`src/verilog/cwdp_pkg.sv`:
```
// constants for the configuration word decoder and read-out protection block
package cwdp_pkg;
   localparam int WORD_W = 14;
   localparam int ADDR_W = 16;
   // configuration memory locations
   localparam logic [15:0] USER_ID_BASE = 16'h8000;
   localparam logic [15:0] USER_ID_LAST = 16'h8003;
   localparam logic [15:0] PART_WORD_ADDR = 16'h8006;
   localparam logic [15:0] CFG_ONE_ADDR = 16'h8007;
   localparam logic [15:0] CFG_TWO_ADDR = 16'h8008;
   // program memory range reached through the window
   localparam logic [15:0] PROG_LAST = 16'h0fff;
   localparam logic [15:0] WRT_LIMIT_HALF = 16'h01ff;
   localparam logic [15:0] WRT_LIMIT_MOST = 16'h07ff;
   // word one fields
   localparam int C1_FAIL_MON = 13;
   localparam int C1_SWITCHOVER = 12;
   localparam int C1_CLKOUT_N = 11;
   localparam int C1_DROP_HI = 10;
   localparam int C1_DROP_LO = 9;
   localparam int C1_DATA_PROT_N = 8;
   localparam int C1_PROG_PROT_N = 7;
   localparam int C1_RESET_PIN = 6;
   localparam int C1_PWRUP_N = 5;
   localparam int C1_WDOG_HI = 4;
   localparam int C1_WDOG_LO = 3;
   localparam int C1_CLK_HI = 2;
   localparam int C1_CLK_LO = 0;
   // word two fields
   localparam int C2_LVP = 13;
   localparam int C2_DEBUG_N = 12;
   localparam int C2_TRIP = 10;
   localparam int C2_STACK = 9;
   localparam int C2_PLL = 8;
   localparam int C2_WRT_HI = 1;
   localparam int C2_WRT_LO = 0;
   // word two: unimplemented and reserved bits forced to one
   localparam logic [13:0] C2_FIXED_ONES = 14'h08fc;
   // blank / erased value
   localparam logic [13:0] ERASED_WORD = 14'h3fff;
   localparam logic [13:0] ZERO_WORD = 14'h0000;
   // identification, values arbitrary
   localparam logic [8:0] PART_CODE = 9'h0a5;
   localparam logic [4:0] SILICON_STEP = 5'h03;
   // two-bit mode encodings
   localparam logic [1:0] MODE_ON = 2'h3;
   localparam logic [1:0] MODE_RUN = 2'h2;
   localparam logic [1:0] MODE_SOFT = 2'h1;
   localparam logic [1:0] MODE_OFF = 2'h0;
   // clock source encodings
   localparam logic [2:0] ext_clock_high = 3'h7;
   localparam logic [2:0] ext_clock_mid = 3'h6;
   localparam logic [2:0] ext_clock_low = 3'h5;
   localparam logic [2:0] internal_osc_source = 3'h4;
   localparam logic [2:0] resistor_cap_osc = 3'h3;
   localparam logic [2:0] high_gain_crystal = 3'h2;
   localparam logic [2:0] medium_gain_crystal = 3'h1;
   localparam logic [2:0] low_power_crystal = 3'h0;
   localparam int USER_IDS = 4;
endpackage
```
`src/verilog/cwdp_config_word_decode_protect.sv`:
```
// configuration word store, decoder and external read-out protection
`timescale 1ns/10ps
`default_nettype none
module cwdp_config_word_decode_protect (
   input wire logic ref_clk,
   input wire logic rst,
   // tool port into configuration memory
   input wire logic [15:0] toolAddr,
   input wire logic [13:0] toolWrData,
   input wire logic toolWrStb,
   input wire logic toolRdStb,
   output logic [13:0] toolRdData,
   // programming mode status
   input wire logic lowVoltEntry,
   input wire logic bulkErase,
   // tool requests toward program and data memory
   input wire logic progAccess,
   input wire logic dataAccess,
   input wire logic [13:0] memRdData,
   input wire logic [15:0] selfWriteAddr,
   input wire logic selfWriteReq,
   output logic progAccessOk,
   output logic dataAccessOk,
   output logic selfWriteOk,
   output logic eraseProgStb,
   output logic eraseDataStb,
   // decoded settings
   output logic clockFailMonitorEn,
   output logic twoSpeedSwitchoverEn,
   output logic clockOutDrive,
   output logic oscPinsCrystal,
   output logic [1:0] supplyDropResetMode,
   output logic [1:0] watchdogMode,
   output logic [2:0] clockSourceSelect,
   output logic resetPinActive,
   output logic resetPinPullupForced,
   output logic powerUpDelayEn,
   output logic dataMemProtect,
   output logic programMemProtect,
   output logic lowVoltageProgEn,
   output logic debugPinsDedicated,
   output logic dropTripLow,
   output logic stackFaultResetEn,
   output logic freqMultiplierEn,
   output logic [1:0] selfWriteProtect
);
   logic [13:0] cfgOne_r;
   logic [13:0] cfgTwo_r;
   logic [13:0] userId_r [cwdp_pkg::USER_IDS];
   logic [13:0] cfgTwoWr;
   logic progLock;
   logic dataLock;
   logic progInRange;
   logic selfWriteBlocked;
   logic [1:0] userIdx;
   logic isUserId;
   logic [13:0] rdMux;

   // protection follows the settings latched at reset, not the stored words
   assign progLock = programMemProtect;
   assign dataLock = dataMemProtect;
   assign isUserId = (toolAddr >= cwdp_pkg::USER_ID_BASE) && (toolAddr <= cwdp_pkg::USER_ID_LAST);
   assign userIdx = toolAddr[1:0];

   // low-voltage bit keeps its one when entry was low-voltage
   always_comb
   begin
      cfgTwoWr = toolWrData | cwdp_pkg::C2_FIXED_ONES;
      if (lowVoltEntry)
      begin
         cfgTwoWr[cwdp_pkg::C2_LVP] = cfgTwo_r[cwdp_pkg::C2_LVP] | toolWrData[cwdp_pkg::C2_LVP];
      end
   end

   // storage resets to the erased state; tool writes land at fixed locations
   always_ff @(posedge ref_clk)
   begin
      if (rst)
      begin
         cfgOne_r <= cwdp_pkg::ERASED_WORD;
         cfgTwo_r <= cwdp_pkg::ERASED_WORD;
      end
      else if (bulkErase)
      begin
         cfgOne_r <= cwdp_pkg::ERASED_WORD;
         cfgTwo_r <= cwdp_pkg::ERASED_WORD;
      end
      else if (toolWrStb)
      begin
         if (toolAddr == cwdp_pkg::CFG_ONE_ADDR)
         begin
            cfgOne_r <= toolWrData;
         end
         if (toolAddr == cwdp_pkg::CFG_TWO_ADDR)
         begin
            cfgTwo_r <= cfgTwoWr;
         end
      end
   end

   always_ff @(posedge ref_clk)
   begin
      if (rst)
      begin
         for (int i = 0; i < cwdp_pkg::USER_IDS; i++)
         begin
            userId_r[i] <= cwdp_pkg::ERASED_WORD;
         end
      end
      else if (toolWrStb && isUserId)
      begin
         userId_r[userIdx] <= toolWrData;
      end
   end

   // program erase on turning code protection off; a bulk erase strobes the erase of each memory whose protection is on
   always_ff @(posedge ref_clk)
   begin
      if (rst)
      begin
         eraseProgStb <= 1'b0;
         eraseDataStb <= 1'b0;
      end
      else
      begin
         eraseProgStb <= (progLock && ((toolWrStb && toolAddr == cwdp_pkg::CFG_ONE_ADDR
                          && toolWrData[cwdp_pkg::C1_PROG_PROT_N]) || bulkErase));
         eraseDataStb <= dataLock && bulkErase;
      end
   end

   always_comb
   begin
      rdMux = cwdp_pkg::ZERO_WORD;
      if (isUserId)
      begin
         rdMux = userId_r[userIdx];
      end
      else if (toolAddr == cwdp_pkg::PART_WORD_ADDR)
      begin
         rdMux = {cwdp_pkg::PART_CODE, cwdp_pkg::SILICON_STEP};
      end
      else if (toolAddr == cwdp_pkg::CFG_ONE_ADDR)
      begin
         rdMux = cfgOne_r;
      end
      else if (toolAddr == cwdp_pkg::CFG_TWO_ADDR)
      begin
         rdMux = cfgTwo_r | cwdp_pkg::C2_FIXED_ONES;
      end
      else if (progAccess && toolAddr <= cwdp_pkg::PROG_LAST)
      begin
         // protected program memory reads back as zeros
         rdMux = progLock ? cwdp_pkg::ZERO_WORD : memRdData;
      end
      else if (dataAccess)
      begin
         rdMux = dataLock ? cwdp_pkg::ZERO_WORD : memRdData;
      end
   end

   // read data stand only in the cycle after the strobe
   always_ff @(posedge ref_clk)
   begin
      if (rst)
      begin
         toolRdData <= cwdp_pkg::ZERO_WORD;
      end
      else
      begin
         toolRdData <= toolRdStb ? rdMux : cwdp_pkg::ZERO_WORD;
      end
   end

   // gates toward the memories; internal cpu access never passes here
   always_ff @(posedge ref_clk)
   begin
      if (rst)
      begin
         progAccessOk <= 1'b0;
         dataAccessOk <= 1'b0;
      end
      else
      begin
         progAccessOk <= progAccess && !progLock;
         dataAccessOk <= dataAccess && !dataLock;
      end
   end

   always_comb
   begin
      progInRange = selfWriteAddr <= cwdp_pkg::PROG_LAST;
      case (selfWriteProtect)
         cwdp_pkg::MODE_ON: selfWriteBlocked = 1'b0;
         cwdp_pkg::MODE_RUN: selfWriteBlocked = selfWriteAddr <= cwdp_pkg::WRT_LIMIT_HALF;
         cwdp_pkg::MODE_SOFT: selfWriteBlocked = selfWriteAddr <= cwdp_pkg::WRT_LIMIT_MOST;
         default: selfWriteBlocked = progInRange;
      endcase
   end

   always_ff @(posedge ref_clk)
   begin
      if (rst)
      begin
         selfWriteOk <= 1'b0;
      end
      else
      begin
         selfWriteOk <= selfWriteReq && !selfWriteBlocked;
      end
   end

   // settings are sampled only while reset is high, then held; words reset erased
   always_ff @(posedge ref_clk)
   begin
      if (rst)
      begin
         clockFailMonitorEn <= cfgOne_r[cwdp_pkg::C1_FAIL_MON];
         twoSpeedSwitchoverEn <= cfgOne_r[cwdp_pkg::C1_SWITCHOVER];
         oscPinsCrystal <= cfgOne_r[cwdp_pkg::C1_CLK_HI:cwdp_pkg::C1_CLK_LO] <= cwdp_pkg::high_gain_crystal;
         clockOutDrive <= (cfgOne_r[cwdp_pkg::C1_CLK_HI:cwdp_pkg::C1_CLK_LO] > cwdp_pkg::high_gain_crystal)
                          && !cfgOne_r[cwdp_pkg::C1_CLKOUT_N];
         supplyDropResetMode <= cfgOne_r[cwdp_pkg::C1_DROP_HI:cwdp_pkg::C1_DROP_LO];
         dataMemProtect <= ~cfgOne_r[cwdp_pkg::C1_DATA_PROT_N];
         programMemProtect <= ~cfgOne_r[cwdp_pkg::C1_PROG_PROT_N];
         resetPinActive <= cfgTwo_r[cwdp_pkg::C2_LVP] | cfgOne_r[cwdp_pkg::C1_RESET_PIN];
         resetPinPullupForced <= cfgTwo_r[cwdp_pkg::C2_LVP] | cfgOne_r[cwdp_pkg::C1_RESET_PIN];
         powerUpDelayEn <= ~cfgOne_r[cwdp_pkg::C1_PWRUP_N];
         watchdogMode <= cfgOne_r[cwdp_pkg::C1_WDOG_HI:cwdp_pkg::C1_WDOG_LO];
         clockSourceSelect <= cfgOne_r[cwdp_pkg::C1_CLK_HI:cwdp_pkg::C1_CLK_LO];
         lowVoltageProgEn <= cfgTwo_r[cwdp_pkg::C2_LVP];
         debugPinsDedicated <= ~cfgTwo_r[cwdp_pkg::C2_DEBUG_N];
         dropTripLow <= cfgTwo_r[cwdp_pkg::C2_TRIP];
         stackFaultResetEn <= cfgTwo_r[cwdp_pkg::C2_STACK];
         freqMultiplierEn <= cfgTwo_r[cwdp_pkg::C2_PLL];
         selfWriteProtect <= cfgTwo_r[cwdp_pkg::C2_WRT_HI:cwdp_pkg::C2_WRT_LO];
      end
   end
endmodule
`default_nettype wire

```
`config.mk`:
```
export PLATFORM = sky130hd
export DESIGN_NAME = cwdp_config_word_decode_protect
export DESIGN_NICKNAME = d
export VERILOG_FILES = /design/src/verilog/cwdp_pkg.sv /design/src/verilog/cwdp_config_word_decode_protect.sv
export SDC_FILE = /design/constraint.sdc
export NUM_CORES = 1
export LEC_CHECK = 0
export ABC_AREA = 0
export BUFFER_PORTS_ARGS = -buffer_cell sky130_fd_sc_hd__buf_4
export CAP_MARGIN = 30
export CORE_ASPECT_RATIO = 1.75
export CORE_MARGIN = 2
export CORE_UTILIZATION = 40
export CTS_CLUSTER_SIZE = 16
export DETAILED_ROUTE_END_ITERATION = 6
export PLACE_DENSITY = 0.65
export SYNTH_ARGS = -nofsm -noshare
export SYNTH_HDL_FRONTEND = slang
export SYNTH_SLANG_ARGS = --single-unit
export TNS_END_PERCENT = 30
```
`constraint.sdc`:
```
create_clock -name ref_clk -period 3.17 [get_ports ref_clk]
set_input_delay 0.1585 -clock ref_clk [delete_from_list [all_inputs] [get_ports ref_clk]]
set_output_delay 0.1585 -clock ref_clk [all_outputs]
set_load 0.005 [all_outputs]
```
# [After elaboration in Yosys (flattened, before gate mapping)]
# Memories as Yosys holds them, arrays and structs flattened.
# Cells that the tools add are included.
[word_totals] register_bits=62 ramBits=56 input_bits=69 output_inout_bits=42 mem_count=1
[memory_table] memory="userId_r" words=4 word_bits=14 rd=1 rd_ports_with_merged_regs=0 write_ports=4 line_no="cwdp_config_word_decode_protect.sv:49" source="logic [13:0] userId_r [cwdp_pkg::USER_IDS];"
[op_classes] n_lt_le_gt_ge=8 n_eq_ne=6 muxes=18 n_bitwise=7 n_reduce_logical=21
[op_table] cell="two-way mux 14 bit" n=9
[op_table] cell="== test 16 bit (second input constant)" n=3
[op_table] cell="less-or-equal comparator 16 x 12 -> 1 bit (second input constant)" n=2
[op_table] cell=">= comparator 16 bit (second input constant)" n=1
[op_table] cell="less-or-equal comparator 16 x 11 -> 1 bit (second input constant)" n=1
[op_table] cell="less-or-equal comparator 16 bit (second input constant)" n=1
[op_table] cell="less-or-equal comparator 16 x 9 -> 1 bit (second input constant)" n=1
[op_table] cell="OR reduction 14 bit" n=1
[op_table] cell="logical AND 1 bit" n=11
[op_table] cell="two-way mux 1 bit" n=7
[op_table] cell="NOT 1 bit" n=5
[op_table] cell="== test 2 bit (second input constant)" n=2
[op_table] cell="logical NOT 1 bit" n=4
[op_table] cell="AND reduction 2 bit" n=2
[op_table] cell="OR reduction 2 bit" n=2
[op_table] cell="greater-than comparator 3 x 2 -> 1 bit (second input constant)" n=1
[op_table] cell="less-or-equal comparator 3 x 2 -> 1 bit (second input constant)" n=1
[op_table] cell="one-hot mux 1 bit (3 select lines)" n=1
[op_table] cell="== test 2 x 1 -> 1 bit (second input constant)" n=1
[op_table] cell="two-way mux 2 bit" n=1
[op_table] cell="bitwise OR 1 bit" n=2
[op_table] cell="logical OR 1 bit" n=1

# [Logic depth before layout (Yosys ltp)]
[depth] ltp_word=8 depth_mapped=8 depth_no_buf=5

# [Worst setup path before layout]
# No wires, ideal clock.
[synth_path] path_type="input-to-reg" startpoint="input port toolAddr[3]" endpoint="memory userId_r[2][0], enable pin" setup_ns=0.388 arrival_time_ns=1.927 t_required_ns=2.782 path_slack_ns=0.855 stages=8 cell_sequence="buf_2 or2_2 buf_2 nor2_4 nand2_2 buf_6 buf_6 o21bai_1"
[synth_lines] item="from (decl)" line_no="cwdp_config_word_decode_protect.sv:8" source="input wire logic [15:0] toolAddr,"
[synth_lines] item="to (decl)" line_no="cwdp_config_word_decode_protect.sv:49"

==> results.tsv <==
stage	metric	value	unit
run_status	outcome	complete, no violations	
drt	ant_nets	0	
timing	max_slew_margin	44.84	%
global_route	grt_pass1_vias	3809	
cts	cts-root-buf	clkbuf_16	
place	place_hpwl	8626	um
timing	fin_crit_sh	60.31	%
synth	avgSynthCellArea	12.57	sq um
finish	design_area	6636	sq um
timing	fin_hold_ws	0.004860	ns
cts	cts.sinks	118	
timing	hold_viol	0	
floorplanning	fp-row-count	54	
global_route	overflow	0	
place	gp_congestion	0.8315	
pwr	peakVddDrop	0.3228	mV
synth	yosysSeqAreaShare	61.89	%
synth	synth.most_common_cell	edfxtp_1	
drt	wirelength	12340	um
synth	synth-edff-count	78	
hold_path	min_path_type	in2reg	
global_route	grt_max_degree	35	
cts	cts_max_level	4	
synth	synth_top_area_share	46.12	%
pwr	power.density	600.3	nW/um^2
setup_path	cp.required	3.27	ns
finish	drive_gt1_share	37.16	%
finish	diodes	0	
global_route	grt_pass1_wl	19350	um
synth	ys_ff_latch	118	
drt	drtIter0Drc	171	
setup_path	crit_chain	buf_4 > nor4_4 > nand4_4 > nor2_4 > nand2_2 > o21bai_1 > buf_4	
finish	nets	578	
place	post_dp_cell_area	5918	sq um
setup_path	cp-end-kind	flip-flop	
drt	drc	0	
synth	synthFlopType	edfxtp_1	
setup_path	cp_common_cell	buf_4	
cts	cts-resized-gates	0	
synth	ys_async_sr_fraction	0	%
setup_path	cp_max_fo	29	
global_route	globalRouteTotalUtil	19.17	%
setup_path	max_stage_delay	0.37	ns
synth	synth_cell_type_count	48	
synth	synth_area	5079	sq um
floorplanning	dieHeight	153.1	um
floorplanning	die_w	89.18	um
synth	yosysWarnings	0	
timing	fin_crit	1.912	ns
global_route	use_met2	35.45	%
setup_path	slowest_stage	nand2_2	
place	io_buffers	101	
cts	cts.clk_slew.worst_paths	0.05	ns
pwr	power_leakage	2.449	nW
timing	final_max_slew_viol_count	0	
cts	tritoncts	done	
drt	vias	3592	
synth	synth_common_cells	edfxtp_1, dfxtp_1, nand3_1	
setup_path	start_kind	input pin	
place	place.detailed.instances	650	
cts	post_cts_buffers	0	
floorplanning	die_area	13650	sq um
drt	wl_per_cell	17.89	um
finish	final_util	53.38	%
setup_path	reg2reg_setup_slack	1.62	ns
drt	drt_pass1_iterations	5	
finish	final_cells	690	
floorplanning	ios	111	
timing	tightest_slew	0.8211	ns
drt	viasPerCell	5.206	
synth	synth_cells	404	
global_route	antenna_found_initial	0	
cts	clk_latency	0.42	ns
finish	area_growth	30.67	%
synth	synth_area_leaders	edfxtp_1, dfxtp_1, mux4_2	
floorplanning	core_area	12430	sq um
global_route	use_met3	4.590	%
timing	fmaxAchievable	0.5231	GHz
cts	clockBufferDepth	2	
timing	rsz0062_at_grt	false	
setup_path	arrival	2.01	ns
timing	fin_setup_tns	0	ns
timing	finClkSkew	0.006219	ns
cts	cts_made_buffers	17	
floorplanning	start_util	40.85	%
global_route	global_route.peak_usage_layer	met2	
synth	synthesis.nets	473	
timing	finalSetupViolations	0	
job	max_cap_violations	0	
setup_path	crit_type	in2reg	
synth	synth_top_area_cell	edfxtp_1	
global_route	grt_use_met1	19.33	%
[where the power goes]
part	leakage, nW	switching, mW	internal (mW)
Sequential	1.06	0.0130	1.68
Combinational	1.08	0.114	0.117
Clock	0.305	0.673	1.39
Total	2.45	0.800	3.18
[state kept, by name, indices dropped and copies added (netlist names), 2 cells and up]
| signal | count |
|---|---|
| userId_r | 56 |
| cfgOne_r | 14 |
| toolRdData | 14 |
| cfgTwo_r | 7 |
| clockSourceSelect | 3 |
| selfWriteProtect | 2 |
| supplyDropResetMode | 2 |
| watchdogMode | 2 |
[critical path, delay by kind of cell]
| family | cells | cell delay, ns |
|---|---|---|
| AND/OR/NAND/NOR | 4 | 1.22 |
| buffers and inverters | 2 | 0.39 |
| AO/OA/AOI/OAI | 1 | 0.24 |
[layout by cell type (no fill, tap or decap), types with 2 or more instances in the layout]
cell type	instances
clkinvlp_4	2
a21oi_1	23
or2_2	29
or3_1	15
and3_1	2
inv_1	4
dlygate4sd3_1	8
o31ai_1	6
nand2_2	2
clkinv_2	2
o31a_1	9
clkbuf_16	17
dfxtp_1	40
nor3b_1	2
clkinv_4	3
nor2b_1	4
a31o_2	2
edfxtp_1	78
buf_4	107
o21ai_0	7
nand3_2	3
bufinv_16	5
mux4_2	14
nand2b_1	2
nor4_1	2
or2_1	16
nor2_1	12
nand2_1	33
nand4b_1	2
or4_1	2
nand3_1	40
clkinv_1	2
o211ai_1	3
nor3_1	5
[logic make-up after synthesis]
family | count (synthesis) | synth area share, %
AOI/OAI and AO/OA | 56 | 7.293
buffers and inverters | 33 | 3.720
muxes | 15 | 6.405
DFF | 118 | 61.89
and+or+nand+nor | 182 | 20.69
[routing by layer]
layer	share of wire, %	up-vias
met4	3.1	0
met5	0	-
met2	56	121
met3	5.1	32
li1	-	1701
met1	36	1738
[what timing repair did]
item | in CTS | in global routing
setup endpoints to repair | 0 | 0
hold buffers | 8 | 0
endpoints found under the hold margin | 7 | 0
[final timing paths]
path	endpoint	cells past startpoint	from
worst min register to register	twoSpeedSwitchoverEn$_DFFE_PP_	0	cfgOne_r[12]$_SDFFE_PP1P_
worst max register to register	selfWriteOk$_SDFF_PP0_	4	selfWriteProtect[0]$_DFFE_PP_
worst max-delay path	userId_r[2][10]$_SDFFCE_PN1P_	7	toolAddr[5]
worst min-delay path	toolRdData[1]$_SDFF_PP0_	3	memRdData[1]
[per-stage QoR]
| stage | worst slack, ns | total power [mW] |
|---|---|---|
| global route | 1.105 | 4.109 |
| finish | 1.258 | 3.984 |
| floorplan | 0.8553 | 1.825 |
| CTS | 1.260 | 4.003 |
| global placement | 0.8614 | 1.943 |
| detailed placement | 0.8230 | 1.950 |
[final cells by class]
class                      count  area (sq um)
fill                        1121          5796
tap                          168         210.2
clock buffer                  18         429.2
sequential                   118          3143
clock inverter                14         209.0
multi-input combinational    253          1747
inverter                       4         15.01
timing repair buffer         115         883.3
No activity file was read; power rests on OpenSTA's default activity.
